`config.mk`:
```
export PLATFORM = sky130hd
export DESIGN_NAME = pcl_ctrl
export DESIGN_NICKNAME = d
export VERILOG_FILES = /design/src/rtl/pcl_pkg.sv /design/src/rtl/pcl_ctrl.sv
export VERILOG_INCLUDE_DIRS = /design/src /design/src/rtl
export SDC_FILE = /design/constraint.sdc
export NUM_CORES = 1
export LEC_CHECK = 0
export BUFFER_PORTS_ARGS = -buffer_cell sky130_fd_sc_hd__buf_2
export CAP_MARGIN = 20
export CORE_ASPECT_RATIO = 1.1
export CORE_MARGIN = 4
export CORE_UTILIZATION = 55
export DETAILED_ROUTE_END_ITERATION = 6
export GPL_TIMING_DRIVEN = 0
export PLACE_DENSITY = 0.75
export SLEW_MARGIN = 20
export SYNTH_ARGS = -nofsm -noshare
export SYNTH_HDL_FRONTEND = slang
export SYNTH_SLANG_ARGS = --single-unit
export TNS_END_PERCENT = 100
```
`constraint.sdc`:
```
create_clock -name i_clk -period 2.4 [get_ports i_clk]
set_input_delay 0.24 -clock i_clk [delete_from_list [all_inputs] [get_ports i_clk]]
set_output_delay 0.24 -clock i_clk [all_outputs]
set_load 0.01 [all_outputs]
```
`src/rtl/pcl_map.svh`:
```
// Offsets, field positions, reset values and timing counts
`ifndef PCL_MAP_SVH
`define PCL_MAP_SVH
// Register select code in address bits 19:18
`define PCL_SEL_MSB 19
`define PCL_SEL_LSB 18
`define PCL_SEL_BUS 2'b10
`define PCL_SEL_REF 2'b00
`define PCL_SEL_ID 2'b01
// Third-step data of the software sequence
`define PCL_SW_SEL_REF 16'h0000
`define PCL_SW_SEL_BUS 16'h0001
// Power-up values; identification value is arbitrary
`define PCL_BUS_RST 16'h9d1f
`define PCL_REF_RST 16'h0000
`define PCL_ID_VAL 16'h5a3c
// Refresh configuration fields
`define PCL_PAR_MSB 2
`define PCL_PAR_LSB 0
`define PCL_ANCHOR_BIT 3
`define PCL_DEEP_BIT 4
`define PCL_PAR_FULL 3'h0
`define PCL_PAR_HALF 3'h1
`define PCL_PAR_QUART 3'h2
`define PCL_PAR_EIGHTH 3'h3
`define PCL_PAR_NONE 3'h4
// Bus configuration fields used here
`define PCL_ASYNC_BIT 15
`define PCL_WAIT_POL_BIT 10
// Timing
`define PCL_CLK_MHZ 100
`define PCL_WAKE_US 10
`define PCL_WAKE_CYC (`PCL_WAKE_US * `PCL_CLK_MHZ)
`define PCL_INIT_US 150
`define PCL_INIT_CYC (`PCL_INIT_US * `PCL_CLK_MHZ)
`define PCL_IDLE_US 2
`define PCL_IDLE_CYC (`PCL_IDLE_US * `PCL_CLK_MHZ)
`endif

```
`src/rtl/pcl_pkg.sv`:
```
// Types shared by the configuration and low-power control
package pcl_pkg;
   // Software access sequence progress
   typedef enum logic [1:0] {
      sw_idle = 2'b00,
      sw_r1 = 2'b01,
      sw_r2 = 2'b11,
      sw_w3 = 2'b10
   } pcl_sw_e;
   // Power state
   typedef enum logic [1:0] {
      pw_run = 2'b00,
      pw_sleep = 2'b01,
      pw_wake = 2'b11,
      pw_init = 2'b10
   } pcl_pw_e;
endpackage

```
`src/rtl/pcl_ctrl.sv`:
```
// Configuration register access and low-power control
// Summary of operation
// - Chip select high puts the device in standby, refresh only.
// - Reduced power after an access or long idle bus inputs; a bus input change wakes, except the first change after a long idle.
// - Self-refresh rate follows the on-chip temperature reading.
// - Partial refresh covers all, half, quarter, eighth or none, bottom/top.
// - Refreshed regions work normally; unrefreshed ones lose data.
// - A region added by a refresh write is usable right after it.
// - Deep sleep stops all refresh, so contents are lost.
// - Leaving deep sleep runs a 150 us initialization before normal use.
// - Refresh write arms deep sleep; it starts at next chip select rise.
// - Deep sleep ends once chip select stays low for 10 us.
// - Both configuration registers load defaults at reset.
// - Identification register reports fixed data and ignores writes.
// - Register-space input high targets registers, low targets the array.
// - Register write value comes from the muxed lines; upper address selects.
// - Async register write captured at first rise of valid, select, write.
// - Bits 19:18 select: 10 bus, 00 refresh, 01 identification.
// - Register read ignores other address bits, drives all sixteen bits.
// - Software access: two reads, then write and write or read.
// - Software sequence uses the top address and leaves it unchanged.
// - Third write 0000h picks refresh, 0001h bus; fourth moves data.
// - Sync access colliding with refresh holds WAIT until refresh ends.
`timescale 1ns/100ps
`include "pcl_map.svh"
module pcl_ctrl #(
   parameter int unsigned P_INIT_CYC = `PCL_INIT_CYC
) (
   input wire logic i_clk,
   input wire logic i_rst_n,
   input wire logic i_ce_n,
   input wire logic i_addr_valid_n,
   input wire logic i_oe_n,
   input wire logic i_we_n,
   input wire logic i_reg_space_select,
   input wire logic [7:0] i_addr_hi,
   input wire logic [15:0] i_muxed_addr_data_i,
   input wire logic [1:0] i_temp_code,
   input wire logic i_refresh_busy,
   output logic [15:0] o_muxed_addr_data_o,
   output logic o_muxed_addr_data_oe,
   output logic o_wait,
   output logic o_wait_oe,
   output logic o_array_select,
   output logic o_array_write_inhibit,
   output logic o_standby,
   output logic o_low_power,
   output logic o_deep_sleep,
   output logic o_init_busy,
   output logic [1:0] o_refresh_rate,
   output logic [7:0] o_refresh_mask,
   output logic [15:0] o_bus_configuration,
   output logic [15:0] o_refresh_configuration
);
   // ****************************************
   // Pin synchronisers and edge detection
   // ****************************************
   localparam logic [30:0] PIN_IDLE = 31'h78000000;
   logic [30:0] sy1, sy2, pv;
   logic ce_n, adv_n, oe_n, we_n, reg_space_select, p_ce, p_adv, p_we, p_cre;
   logic ce_rise, adv_rise, we_rise;
   logic [23:0] cur_addr, p_addr, lat;
   logic [1:0] temp;

   // Two stages, then one more for edges
   always_ff @(posedge i_clk) begin
      if (!i_rst_n) begin
         sy1 <= PIN_IDLE;
         sy2 <= PIN_IDLE;
         pv <= PIN_IDLE;
      end else begin
         sy1 <= {i_ce_n, i_addr_valid_n, i_oe_n, i_we_n, i_reg_space_select,
                 i_addr_hi, i_muxed_addr_data_i, i_temp_code};
         sy2 <= sy1;
         pv <= sy2;
      end
   end

   // Field split of the synchronised pins
   assign {ce_n, adv_n, oe_n, we_n, reg_space_select, cur_addr, temp} = sy2;
   assign {p_ce, p_adv} = pv[30:29];
   assign {p_we, p_cre} = pv[27:26];
   assign p_addr = pv[25:2];
   assign ce_rise = ce_n & ~p_ce;
   assign adv_rise = adv_n & ~p_adv;
   assign we_rise = we_n & ~p_we;

   // Address latch follows the bus while address valid is low
   always_ff @(posedge i_clk) begin
      if (!i_rst_n) begin
         lat <= 24'h000000;
      end else if (!ce_n && !adv_n) begin
         lat <= cur_addr;
      end
   end

   // ****************************************
   // Register state
   // ****************************************
   logic [15:0] bus_cfg, ref_cfg, next_bus, next_ref, wdat;
   logic cre_ev, cre_done, sw_ev, wake_done, init_done;
   logic [1:0] sw_sel;
   pcl_pkg::pcl_sw_e st;
   pcl_pkg::pcl_pw_e pw;

   // Selected register contents
   function automatic logic [15:0] pcl_pick(input logic [1:0] s,
      input logic [15:0] b, input logic [15:0] r);
      logic [15:0] v;
      v = 16'h0000;
      unique case (s)
         `PCL_SEL_BUS: v = b;
         `PCL_SEL_REF: v = r;
         `PCL_SEL_ID: v = `PCL_ID_VAL;
         default: v = 16'h0000;
      endcase
      return v;
   endfunction

   // First rising edge of valid, select or write ends a register write
   assign cre_ev = p_cre && !p_ce && !p_we && !cre_done &&
                   (adv_rise || ce_rise || we_rise);

   // One capture per register write
   always_ff @(posedge i_clk) begin
      if (!i_rst_n || ce_n) begin
         cre_done <= 1'b0;
      end else if (cre_ev) begin
         cre_done <= 1'b1;
      end
   end

   // Next register values; software write wins over the hardware clear
   always_comb begin
      next_bus = bus_cfg;
      next_ref = ref_cfg;
      if (pw == pcl_pkg::pw_wake && wake_done) begin
         next_ref[`PCL_DEEP_BIT] = 1'b0;
      end
      if (cre_ev) begin
         if (p_addr[`PCL_SEL_MSB:`PCL_SEL_LSB] == `PCL_SEL_BUS) begin
            next_bus = p_addr[15:0];
         end else if (p_addr[`PCL_SEL_MSB:`PCL_SEL_LSB] == `PCL_SEL_REF) begin
            next_ref = p_addr[15:0];
         end
      end else if (sw_ev) begin
         if (sw_sel == `PCL_SEL_BUS) begin
            next_bus = wdat;
         end else begin
            next_ref = wdat;
         end
      end
   end

   // Configuration registers with power-up defaults
   always_ff @(posedge i_clk) begin
      if (!i_rst_n) begin
         bus_cfg <= `PCL_BUS_RST;
         ref_cfg <= `PCL_REF_RST;
      end else begin
         bus_cfg <= next_bus;
         ref_cfg <= next_ref;
      end
   end

   // ****************************************
   // Software access sequence
   // ****************************************
   logic op_wr, op_cre, ok_rd, ok_wr, rd_cre, rd_sw;

   // Kind of the access under way
   always_ff @(posedge i_clk) begin
      if (!i_rst_n || (!ce_n && p_ce)) begin
         op_wr <= 1'b0;
         op_cre <= 1'b0;
      end else if (!ce_n) begin
         op_wr <= op_wr | ~we_n;
         op_cre <= op_cre | reg_space_select;
      end
   end

   // Write data of the data phase
   always_ff @(posedge i_clk) begin
      if (!i_rst_n) begin
         wdat <= 16'h0000;
      end else if (!ce_n && !we_n && adv_n) begin
         wdat <= cur_addr[15:0];
      end
   end

   assign ok_rd = (&lat) && !op_wr && !op_cre;
   assign ok_wr = (&lat) && op_wr && !op_cre;
   assign sw_ev = ce_rise && st == pcl_pkg::sw_w3 && ok_wr;

   // Sequence tracker, abandoned by any other access
   always_ff @(posedge i_clk) begin
      if (!i_rst_n) begin
         st <= pcl_pkg::sw_idle;
         sw_sel <= `PCL_SEL_REF;
      end else if (ce_rise) begin
         unique case (st)
            pcl_pkg::sw_idle: st <= ok_rd ? pcl_pkg::sw_r1 : pcl_pkg::sw_idle;
            pcl_pkg::sw_r1: st <= ok_rd ? pcl_pkg::sw_r2 : pcl_pkg::sw_idle;
            pcl_pkg::sw_r2: begin
               if (ok_wr && (wdat == `PCL_SW_SEL_REF ||
                             wdat == `PCL_SW_SEL_BUS)) begin
                  st <= pcl_pkg::sw_w3;
                  sw_sel <= wdat[0] ? `PCL_SEL_BUS : `PCL_SEL_REF;
               end else begin
                  st <= pcl_pkg::sw_idle;
               end
            end
            pcl_pkg::sw_w3: st <= pcl_pkg::sw_idle;
         endcase
      end
   end

   // ****************************************
   // Data output and array steering
   // ****************************************
   assign rd_cre = !ce_n && we_n && !oe_n && reg_space_select && adv_n;
   assign rd_sw = st == pcl_pkg::sw_w3 && !ce_n && we_n && !oe_n &&
                  !reg_space_select && adv_n && (&lat);

   // Register read data and array control
   always_ff @(posedge i_clk) begin
      if (!i_rst_n) begin
         o_muxed_addr_data_o <= 16'h0000;
         o_muxed_addr_data_oe <= 1'b0;
         o_array_select <= 1'b0;
         o_array_write_inhibit <= 1'b0;
      end else begin
         o_muxed_addr_data_oe <= rd_cre | rd_sw;
         if (rd_cre) begin
            o_muxed_addr_data_o <= pcl_pick(lat[`PCL_SEL_MSB:`PCL_SEL_LSB],
                                            bus_cfg, ref_cfg);
         end else if (rd_sw) begin
            o_muxed_addr_data_o <= pcl_pick(sw_sel, bus_cfg, ref_cfg);
         end else begin
            o_muxed_addr_data_o <= 16'h0000;
         end
         o_array_select <= !ce_n && !reg_space_select && !rd_sw &&
                           pw == pcl_pkg::pw_run;
         o_array_write_inhibit <= !ce_n && !we_n && !reg_space_select && (&lat) &&
            (st == pcl_pkg::sw_r2 || st == pcl_pkg::sw_w3);
      end
   end

   // ****************************************
   // Standby, reduced power and refresh
   // ****************************************
   logic [7:0] idle_cnt;
   logic chg;
   assign chg = sy2[30:2] != pv[30:2];

   // Partial refresh eighths, mirrored when anchored at the top
   function automatic logic [7:0] pcl_mask(input logic [2:0] par,
      input logic top);
      logic [7:0] m, r;
      m = 8'hff;
      unique case (par)
         `PCL_PAR_HALF: m = 8'h0f;
         `PCL_PAR_QUART: m = 8'h03;
         `PCL_PAR_EIGHTH: m = 8'h01;
         `PCL_PAR_NONE: m = 8'h00;
         default: m = 8'hff;
      endcase
      r = m;
      if (top) begin
         for (int i = 0; i < 8; i++) begin
            r[i] = m[7 - i];
         end
      end
      return r;
   endfunction

   // Idle counter restarts on any bus input change
   always_ff @(posedge i_clk) begin
      if (!i_rst_n || chg) begin
         idle_cnt <= 8'h00;
      end else if (idle_cnt != 8'(`PCL_IDLE_CYC - 1)) begin
         idle_cnt <= idle_cnt + 8'h01;
      end
   end

   // Power indications; completion wins over change
   always_ff @(posedge i_clk) begin
      if (!i_rst_n) begin
         o_standby <= 1'b1;
         o_low_power <= 1'b0;
         o_refresh_rate <= 2'h0;
         o_refresh_mask <= 8'hff;
      end else begin
         o_standby <= ce_n;
         if (ce_rise || idle_cnt == 8'(`PCL_IDLE_CYC - 1)) begin
            o_low_power <= 1'b1;
         end else if (chg) begin
            o_low_power <= 1'b0;
         end
         o_refresh_rate <= temp;
         if (pw == pcl_pkg::pw_sleep || pw == pcl_pkg::pw_wake) begin
            o_refresh_mask <= 8'h00;
         end else begin
            o_refresh_mask <= pcl_mask(ref_cfg[`PCL_PAR_MSB:`PCL_PAR_LSB],
               ref_cfg[`PCL_ANCHOR_BIT]);
         end
      end
   end

   // WAIT during a synchronous access that meets a refresh
   always_ff @(posedge i_clk) begin
      if (!i_rst_n) begin
         o_wait <= 1'b0;
         o_wait_oe <= 1'b0;
      end else begin
         o_wait_oe <= !ce_n && !bus_cfg[`PCL_ASYNC_BIT];
         o_wait <= (i_refresh_busy && !ce_n && !bus_cfg[`PCL_ASYNC_BIT]) ==
                   bus_cfg[`PCL_WAIT_POL_BIT];
      end
   end

   // ****************************************
   // Deep sleep entry, wake and initialization
   // ****************************************
   logic [13:0] cnt;
   assign wake_done = !ce_n && cnt == 14'(`PCL_WAKE_CYC - 1);
   assign init_done = cnt == 14'(P_INIT_CYC - 1);

   // Power state machine
   always_ff @(posedge i_clk) begin
      if (!i_rst_n) begin
         pw <= pcl_pkg::pw_run;
      end else begin
         unique case (pw)
            pcl_pkg::pw_run: if (ce_rise && next_ref[`PCL_DEEP_BIT]) begin
               pw <= pcl_pkg::pw_sleep;
            end
            pcl_pkg::pw_sleep: if (!ce_n) begin
               pw <= pcl_pkg::pw_wake;
            end
            pcl_pkg::pw_wake: if (ce_n) begin
               pw <= pcl_pkg::pw_sleep;
            end else if (wake_done) begin
               pw <= pcl_pkg::pw_init;
            end
            pcl_pkg::pw_init: if (init_done) begin
               pw <= pcl_pkg::pw_run;
            end
         endcase
      end
   end

   // Wake and initialization timer
   always_ff @(posedge i_clk) begin
      if (!i_rst_n) begin
         cnt <= 14'h0000;
      end else if ((pw == pcl_pkg::pw_wake && !ce_n && !wake_done) ||
                   (pw == pcl_pkg::pw_init && !init_done)) begin
         cnt <= cnt + 14'h0001;
      end else begin
         cnt <= 14'h0000;
      end
   end

   // State outputs
   always_ff @(posedge i_clk) begin
      if (!i_rst_n) begin
         o_deep_sleep <= 1'b0;
         o_init_busy <= 1'b0;
         o_bus_configuration <= `PCL_BUS_RST;
         o_refresh_configuration <= `PCL_REF_RST;
      end else begin
         o_deep_sleep <= pw == pcl_pkg::pw_sleep || pw == pcl_pkg::pw_wake;
         o_init_busy <= pw == pcl_pkg::pw_init;
         o_bus_configuration <= bus_cfg;
         o_refresh_configuration <= ref_cfg;
      end
   end
endmodule // pcl_ctrl

```
; ---- After elaboration in Yosys (flattened, before gate mapping)
; Cells that the tools add are included.
; Widths: inputs -> output; s select.
[op_classes]
add_sub_neg = 2
n_eq_ne = 30
mux = 30
bitwise_logic = 10
reduce_logical = 80
[op_table]
columns = op, n
row1 = $mux 16, 11
row2 = $pmux 16 s3, 2
row3 = $logic_and 1x1->1, 40
row4 = $pmux 8 s4, 1
row5 = $ne 29x29->1, 1
row6 = $reduce_and 24->1, 1
row7 = $eq 16x1->1 const B, 1
row8 = $logic_not 16->1, 1
row9 = $mux 2, 8
row10 = $mux 8, 2
row11 = $pmux 2 s4, 2
row12 = $logic_not 1->1, 15
row13 = $add 14x1->14 const B, 1
row14 = $eq 14x10->1 const B, 1
row15 = $eq 14x14->1 const B, 1
row16 = $eq 2x2->1 const B, 7
row17 = $logic_not 2->1, 5
row18 = $logic_or 1x1->1, 10
row19 = $add 8x1->8 const B, 1
row20 = $eq 2x1->1 const B, 4
row21 = $eq 8x8->1 const B, 1
row22 = $ne 2x2->1 const B, 4
row23 = $ne 8x8->1 const B, 1
row24 = $reduce_and 4->1, 2
row25 = 13 further kinds, 29
[word_totals]
reg_bits = 263
output_inout_bits = 67
elab_cells = 182

; ---- Depth between registers and ports, before layout
; Gate-level depths: netlist (run 1).
[depth]
word_depth = 10
ltp_mapped = 10
depth_no_buf = 7

; ---- Worst setup path before layout (run 1)
; Ideal clock, no wire load.
[synth_path]
kind = register to register
from = register pv[30]
to = register bus_cfg[10]
setup_ns = 0.121
arrival_time_ns = 2.015
required_time_ns = 2.279
setup_slack_ns = 0.264
stages_incl_launch_ff = 9
synth_period_minus_slack_ns = 2.136
path_cell_list = dfxtp_1 -> inv_1 -> ha_1 -> buf_2 -> nand3b_1 -> or4_1 -> o21ai_4 -> buf_6 -> mux2_2
[synth_between]
elab_chain_cells = 7
word_cells_on_any_way = 16
classes_between = 1 x eq/ne / 1 x mux / 2 x bitwise / 12 x reduce/logical
[synth_rtl]
columns = element, line
row1 = "start, declared", pcl_ctrl.sv:59  ; logic [30:0] sy1, sy2, pv;
row2 = "start signal, assigned", pcl_ctrl.sv:75  ; pv <= sy2;
row3 = $not 1->1 (*), pcl_ctrl.sv:84  ; assign ce_rise = ce_n & ~p_ce;
row4 = $and 1x1->1 (*), pcl_ctrl.sv:84
row5 = net ce_rise, pcl_ctrl.sv:61  ; logic ce_rise, adv_rise, we_rise;
row6 = $logic_or 1x1->1 (2 in series), pcl_ctrl.sv:122  ; (adv_rise || ce_rise || we_rise);
row7 = $logic_and 1x1->1, pcl_ctrl.sv:121  ; assign cre_ev = p_cre && !p_ce && !p_we && !cre_done &&
row8 = $ne 2x1->1 (no line) or $reduce_bool 2->1 (tied branches), --
row9 = $reduce_and 3->1 (no line), --
row10 = "end signal, assigned", pcl_ctrl.sv:158  ; bus_cfg <= `PCL_BUS_RST;
row11 = "end signal, assigned", pcl_ctrl.sv:161  ; bus_cfg <= next_bus;
row12 = "end, declared", pcl_ctrl.sv:100  ; logic [15:0] bus_cfg, ref_cfg, next_bus, next_ref, wdat;
; Mark *: on every way through the listed nets, which the timed path passes. The rest lies on a longest branch.
; A chain may end at the register's enable or synchronous reset.

; ---- Worst setup path in the final report (run 1)
[layout_path]
from = register sy2[30]
to = register bus_cfg[4]
[layout_between]
elab_chain_cells = 6
word_cells_on_any_way = 11
classes_between = 1 x eq/ne / 1 x mux / 1 x bitwise / 8 x reduce/logical
[layout_rtl]
columns = element, line
row1 = "start, declared", pcl_ctrl.sv:59
row2 = "start signal, assigned", pcl_ctrl.sv:74  ; sy2 <= sy1;
row3 = $and 1x1->1 (*), pcl_ctrl.sv:84
row4 = net ce_rise, pcl_ctrl.sv:61
row5 = $logic_or 1x1->1 (2 in series), pcl_ctrl.sv:122
row6 = $logic_and 1x1->1, pcl_ctrl.sv:121
row7 = $ne 2x1->1 (no line) or $reduce_bool 2->1 (tied branches), --
row8 = $reduce_and 3->1 (no line), --
; Marks and branches as above.

==> results of run 1 <==
==> power by group through the flow <==
stage	Sequential [uW]	Clock, uW	Combinational [uW]
2_1_floorplan	4450	0	137
3_3_place_gp	4470	0	219
3_5_place_dp	4470	0	221
4_1_cts	4380	4150	260
5_1_grt	4380	4340	291
6_report	4380	4090	263
==> cell families after synthesis <==
family                   after synthesis  share of synthesized area [%]
multiplexers                          36                           4.07
flip-flops                           257                           55.0
AO/OA/AOI/OAI                        134                           8.59
AND/OR/NAND/NOR                      426                           23.7
XOR/XNOR                              46                           4.31
buffers and inverters                 76                           3.53
adder cells (fa/ha/maj)                6                          0.803
==> flip-flops by register name, summed over array words and instances (netlist names), 2 cells and up <==
signal / flops
bus_cfg: 16
lat: 24
idle_cnt: 8
sy1: 31
pv: 31
st: 2
o_refresh_configuration: 16
o_refresh_mask: 6
o_muxed_addr_data_o: 16
o_bus_configuration: 16
pw: 2
cnt: 14
wdat: 16
sy2: 31
ref_cfg: 16
==> cell type report <==
cell class	count	share of cell area [%]
Clock buffer	32	6.02
Buffer	60	2.42
Tap cell	204	2.25
Sequential cell	257	45.5
Multi-Input combinational cell	648	34.3
Clock inverter	12	1.63
Timing Repair Buffer	134	7.38
Inverter	15	0.497
==> stage by stage <==
step	setup TNS [ns]	hold WS [ns]	util [%]	cell area (um^2)	std cells
after floorplan	0	0.341	-	9350	981
after global placement	-1.97	0.393	61.3	10100	1284
after detailed placement	-2.77	0.397	61.3	10100	1284
after CTS	0	0.0632	68.5	11300	1360
after global routing	0	0.0863	68.7	11300	1362
final	0	0.0651	68.7	11300	1362
==> cell usage after synthesis (8+ instances only) <==
cell | instances | area share [%]
xor2_1 | 18 | 1.7
clkbuf_1 | 39 | 1.6
dfxtp_1 | 257 | 55
a21oi_1 | 76 | 4.1
a22oi_1 | 19 | 1.5
nand3_1 | 36 | 1.9
nand2_1 | 125 | 5.0
o22ai_1 | 8 | 0.54
nor4_1 | 10 | 0.67
mux2i_1 | 20 | 2.1
mux2_2 | 16 | 1.9
nor3_1 | 9 | 0.48
nand2b_1 | 24 | 1.6
xnor2_1 | 28 | 2.6
buf_1 | 8 | 0.32
o21ai_0 | 13 | 0.70
nand4_1 | 21 | 1.4
inv_1 | 15 | 0.60
nor2_1 | 62 | 2.5
and2_1 | 114 | 7.6
==> worst max-delay path, stage by stage (launching register included) <==
cell	delay, ns
dfxtp_4	0.42
ha_1	0.16
clkbuf_4	0.22
nand3b_1	0.16
or4_1	0.49
o21ai_4	0.20
buf_4	0.20
mux2_2	0.35
==> per-layer routing <==
layer / part of all wire, % / wire length (um)
met1: 41 / 9240
met2: 49 / 10900
met3: 6.2 / 1390
met4: 3.5 / 776
met5: 0 / 0
==> path summary, 6_finish.rpt <==
| path | startpoint | end | slack [ns] | cells past startpoint |
|---|---|---|---|---|
| worst max-delay path | sy2[30] | bus_cfg[4] | 0.09 | 7 |
| worst min-delay path | i_refresh_busy | o_wait | 0.07 | 4 |
| worst max register to register | sy2[30] | bus_cfg[4] | 0.09 | 7 |
| worst min register to register | sy1[29] | sy2[29] | 0.41 | 1 |
==> repair_timing <==
| item | CTS | global route |
|---|---|---|
| endpoints found under the hold margin | 31 | 0 |
| setup buffers | 1 | 3 |
| pin swaps | 2 | 2 |
| endpoints found under the setup margin | 28 | 51 |
| gates resized for setup | 1 | 7 |
| cloned | 0 | 0 |
| hold buffers | 31 | 0 |
==> flow_summary_export.csv, run 1 <==
group,metric,value,unit
die,die_w,132,um
grt,use_met1,28.8,%
drt,postRouteAntennaNets,0,
yosys,ys_seq_area_share,55.0,%
timing,max_slew_margin,37.0,%
die,die-area,19200,um^2
placement,port_buffers,99,
grt,use_met2,41.2,%
timing,tightest_slew,0.945,ns
yosys,yosysWarnings,0,
power_and_ir_drop,leakage,0.00436,uW
power_and_ir_drop,switching_share,19.9,%
worst_hold_path,hp-class,"primary input to flip-flop",
timing,slew_viol_final,0,
setup_path,critPathMaxFanout,9,
layout,diodes,0,
yosys,synth-async-reset-ratio,0,%
drt,drc,0,
die,dieHeight,145,um
power_and_ir_drop,p_switching,1740,uW
timing,setup_violations,0,
grt,antenna_found_initial,0,
drt,vias_per_cell,5.29,
power_and_ir_drop,clkPwrFrac,46.8,%
setup_path,required,2.79,ns
flow_run,maxCapViolations,0,
setup_path,cp-start-kind,"flip-flop",
layout,layout.nets,1181,
power_and_ir_drop,internal-power,6990,uW
yosys,ys_ff_latch,257,
die,num_rows,49,
placement,pre_cts_ws,-0.220,ns
yosys,syn_area,9350,um^2
layout,multi_input_area,3890,um^2
layout,area_growth,21.1,%
run_status,run_status,"complete, no violations",
clocking,cts_root_buf,"clkbuf_16",
die,ios,101,
clocking,clkTransAtPathRegs,0.06,ns
grt,grt.total_usage,23.2,%
grt,grt_most_used_layer,"met2",
placement,globalplace.congestion,0.919,
power_and_ir_drop,p_per_area,771,nW/um^2
clocking,clk_latency,0.52,ns
power_and_ir_drop,seqPwrFrac,50.1,%
setup_path,end_kind,"flip-flop",
timing,finalHoldViolCount,0,
drt,vias,7208,
yosys,syn_avg_cell_area,9.53,um^2
layout,nFillCells,1287,
grt,met3_usage,3.49,%
die,start_util,56.7,%
yosys,synth_nets,1021,
timing,fin_crit_sh,96.4,%
layout,final_common_cell,"dfxtp_1",
timing,fin_ws,0.0867,ns
grt,grt_pass1_vias,6919,
timing,grt_setup_unrepaired,"false",
clocking,cts_buffer_depth,3,
grt,overflow,0,
clocking,cts_sinks,257,
layout,regArea,5150,um^2
clocking,htree_levels,1,
drt,routed_wl,22300,um
layout,layout-drive-gt1-share,16.0,%
yosys,syn_inst,981,
clocking,cts_buffers,25,
power_and_ir_drop,combPwrFrac,3.0,%
layout,final_cell_mix,"dfxtp_1 (255), nand2_1 (125), and2_1 (114)",
yosys,synth-edff-count,0,
grt,grt_max_degree,15,
timing,layout_min_cycle_time,2.31,ns
timing,fmax,432,MHz
power_and_ir_drop,peakVddDrop,756,uV
yosys,ys_types,47,
power_and_ir_drop,power.total,8730,uW
yosys,synth_ff_type,"dfxtp_1",
placement,dp_hpwl,15700,um
setup_path,cp.arrival,2.70,ns
drt,post_drt_wl_per_cell,16.4,um
grt,grt_pass1_wl,35600,um
drt,drt_iter0_markers,465,
drt,first_pass_iters,7,
setup_path,crit_type,"flip-flop to flip-flop",
die,core_area,16500,um^2
clocking,cts_tree,"built",
timing,finClkSkew,0.0166,ns
Note: power is estimated with default switching activity, not from simulation.
==> inputs of run 2 (changes only) <==
Settings changed: CORE_UTILIZATION 55 to 52.
Clock period 2.4 ns to 1.87 ns, I/O delays scaled along.
==> flow_summary_export.csv, run 2 (same netlist as run 1, synthesis figures left out) <==
group,metric,value,unit
run_status,run_status,"finished with violations",
run_status,violations,"negative setup slack",
die,core_area,17700,um^2
drt,drc,0,
setup_path,r2r_slack,-0.16,ns
layout,area_growth,25.6,%
timing,slew_viol_final,0,
setup_path,end_kind,"flip-flop",
clocking,clk_latency,0.51,ns
die,num_rows,51,
layout,layout-drive-gt1-share,20.1,%
grt,overflow,0,
placement,globalplace.congestion,0.928,
grt,grt_pass1_vias,7070,
clocking,clkTransAtPathRegs,0.06,ns
timing,grt_setup_unrepaired,"true",
setup_path,path_cells,"inv_2 > ha_4 > nand3b_1 > or4_4 > o21ai_4 > buf_12 > mux2_4",
power_and_ir_drop,power.total,11200,uW
drt,first_pass_iters,5,
layout,final_area,11700,um^2
drt,routed_wl,23000,um
grt,met3_usage,3.35,%
die,start_util,52.9,%
timing,layout_min_cycle_time,2.03,ns
layout,final_util,66.5,%
setup_path,cpMaxStageDelayCell,"or4_4",
drt,vias_per_cell,5.22,
clocking,cts_tree,"built",
die,dieHeight,149,um
placement,dp_hpwl,15800,um
clocking,cts_sinks,257,
layout,diodes,0,
grt,antenna_found_initial,0,
drt,vias,7376,
grt,grt_most_used_layer,"met2",
placement,dpl-instance-area,10200,um^2
placement,port_buffers,99,
clocking,htree_levels,1,
worst_hold_path,hp-class,"primary input to flip-flop",
timing,tightest_slew,0.923,ns
layout,final_common_cell,"dfxtp_1",
layout,top_regs,"pv (31), sy1 (31), sy2 (31)",
clocking,cts_buffers,25,
die,ios,101,
grt,grt.total_usage,22.5,%
drt,postRouteAntennaNets,0,
grt,use_met1,28.3,%
setup_path,max_stage_delay,0.46,ns
timing,fmax,492,MHz
timing,finClkSkew,0.0142,ns
layout,instances_no_fill,1414,
die,die-area,20200,um^2
power_and_ir_drop,leakage,0.00454,uW
setup_path,required,2.26,ns
die,die_w,136,um
flow_run,maxCapViolations,0,
timing,finalHoldViolCount,0,
power_and_ir_drop,peakVddDrop,808,uV
timing,fin_ws,-0.163,ns
setup_path,cp-start-kind,"flip-flop",
layout,layout.nets,1198,
power_and_ir_drop,p_per_area,949,nW/um^2
layout,final_cell_mix,"dfxtp_1 (251), nand2_1 (124), and2_1 (114)",
clocking,cts_root_buf,"clkbuf_16",
drt,drt_iter0_markers,535,
clocking,cts_buffer_depth,3,
grt,grt_pass1_wl,36100,um
setup_path,cp.arrival,2.43,ns
drt,post_drt_wl_per_cell,16.3,um
timing,setup_violations,22,
placement,placed_cells,1318,
grt,grt_max_degree,17,
grt,use_met2,37.6,%
timing,fin_crit_sh,109,%
setup_path,crit_type,"flip-flop to flip-flop",
setup_path,critPathMaxFanout,6,
timing,max_slew_margin,38.5,%
==> run 2: cell count changes in the layout (fill, tap and decap cells not counted), sizes merged, moves of 2 or more <==
cell      before  now
buf          123  144
bufinv         5    3
clkbuf        72   69
clkinv         7    5
clkinvlp       0    2
==> run 2: final timing paths <==
path              startpoint                       to  cells past startpoint
setup / recovery      pv[30]               bus_cfg[2]                      7
hold / removal       i_rst_n  o_bus_configuration[15]                      2
setup reg to reg      pv[30]               bus_cfg[2]                      7
hold reg to reg      sy1[28]                  sy2[28]                      1
==> run 2: layout make-up <==
type	count	area, um^2
Tap cell	238	298
Timing Repair Buffer	155	1020
Inverter	15	56.3
Buffer	56	290
Multi-Input combinational cell	648	4060
Sequential cell	257	5160
Clock buffer	34	719
Clock inverter	11	141
Fill cell	1426	5930
==> run 2: power by group <==
part | switching [uW] | leakage (uW) | internal, uW
clock network | 2070 | 0.000423 | 3110
registers | 62.6 | 0.00209 | 5560
logic | 183 | 0.00203 | 167
==> run 2: layer usage <==
| layer | part of all wire (%) | vias to the layer above |
|---|---|---|
| met1 | 42 | 3401 |
| met3 | 6.4 | 84 |
| met5 | 0 | - |
| met4 | 4.8 | 0 |
| met2 | 47 | 271 |
| li1 | - | 3620 |
==> run 2: critical path: cells and delay by family, from the launching register on <==
family	cells	cell delay [ns]
AO/OA/AOI/OAI	1	0.25
buffers and inverters	2	0.23
multiplexers	1	0.30
adder cells (fa/ha/maj)	1	0.15
flip-flops	1	0.36
AND/OR/NAND/NOR	2	0.60
==> run 2: what timing repair did <==
item	CTS	global route
pin swaps	11	3
endpoints found under the hold margin	32	0
gates resized for setup	37	35
gates cloned	3	1
hold buffers	32	0
buffers inserted	20	2
setup endpoints to repair	74	78
==> run 2: through the flow <==
stage	hold WS [ns]	setup TNS, ns	worst slack, ns
after floorplan	0.288	-2.01	-0.182
after global placement	0.370	-21.89	-0.520
after detailed placement	0.373	-23.28	-0.526
after CTS	0.178	-1.68	-0.117
after global routing	0.213	-6.80	-0.291
final	0.207	-2.73	-0.163
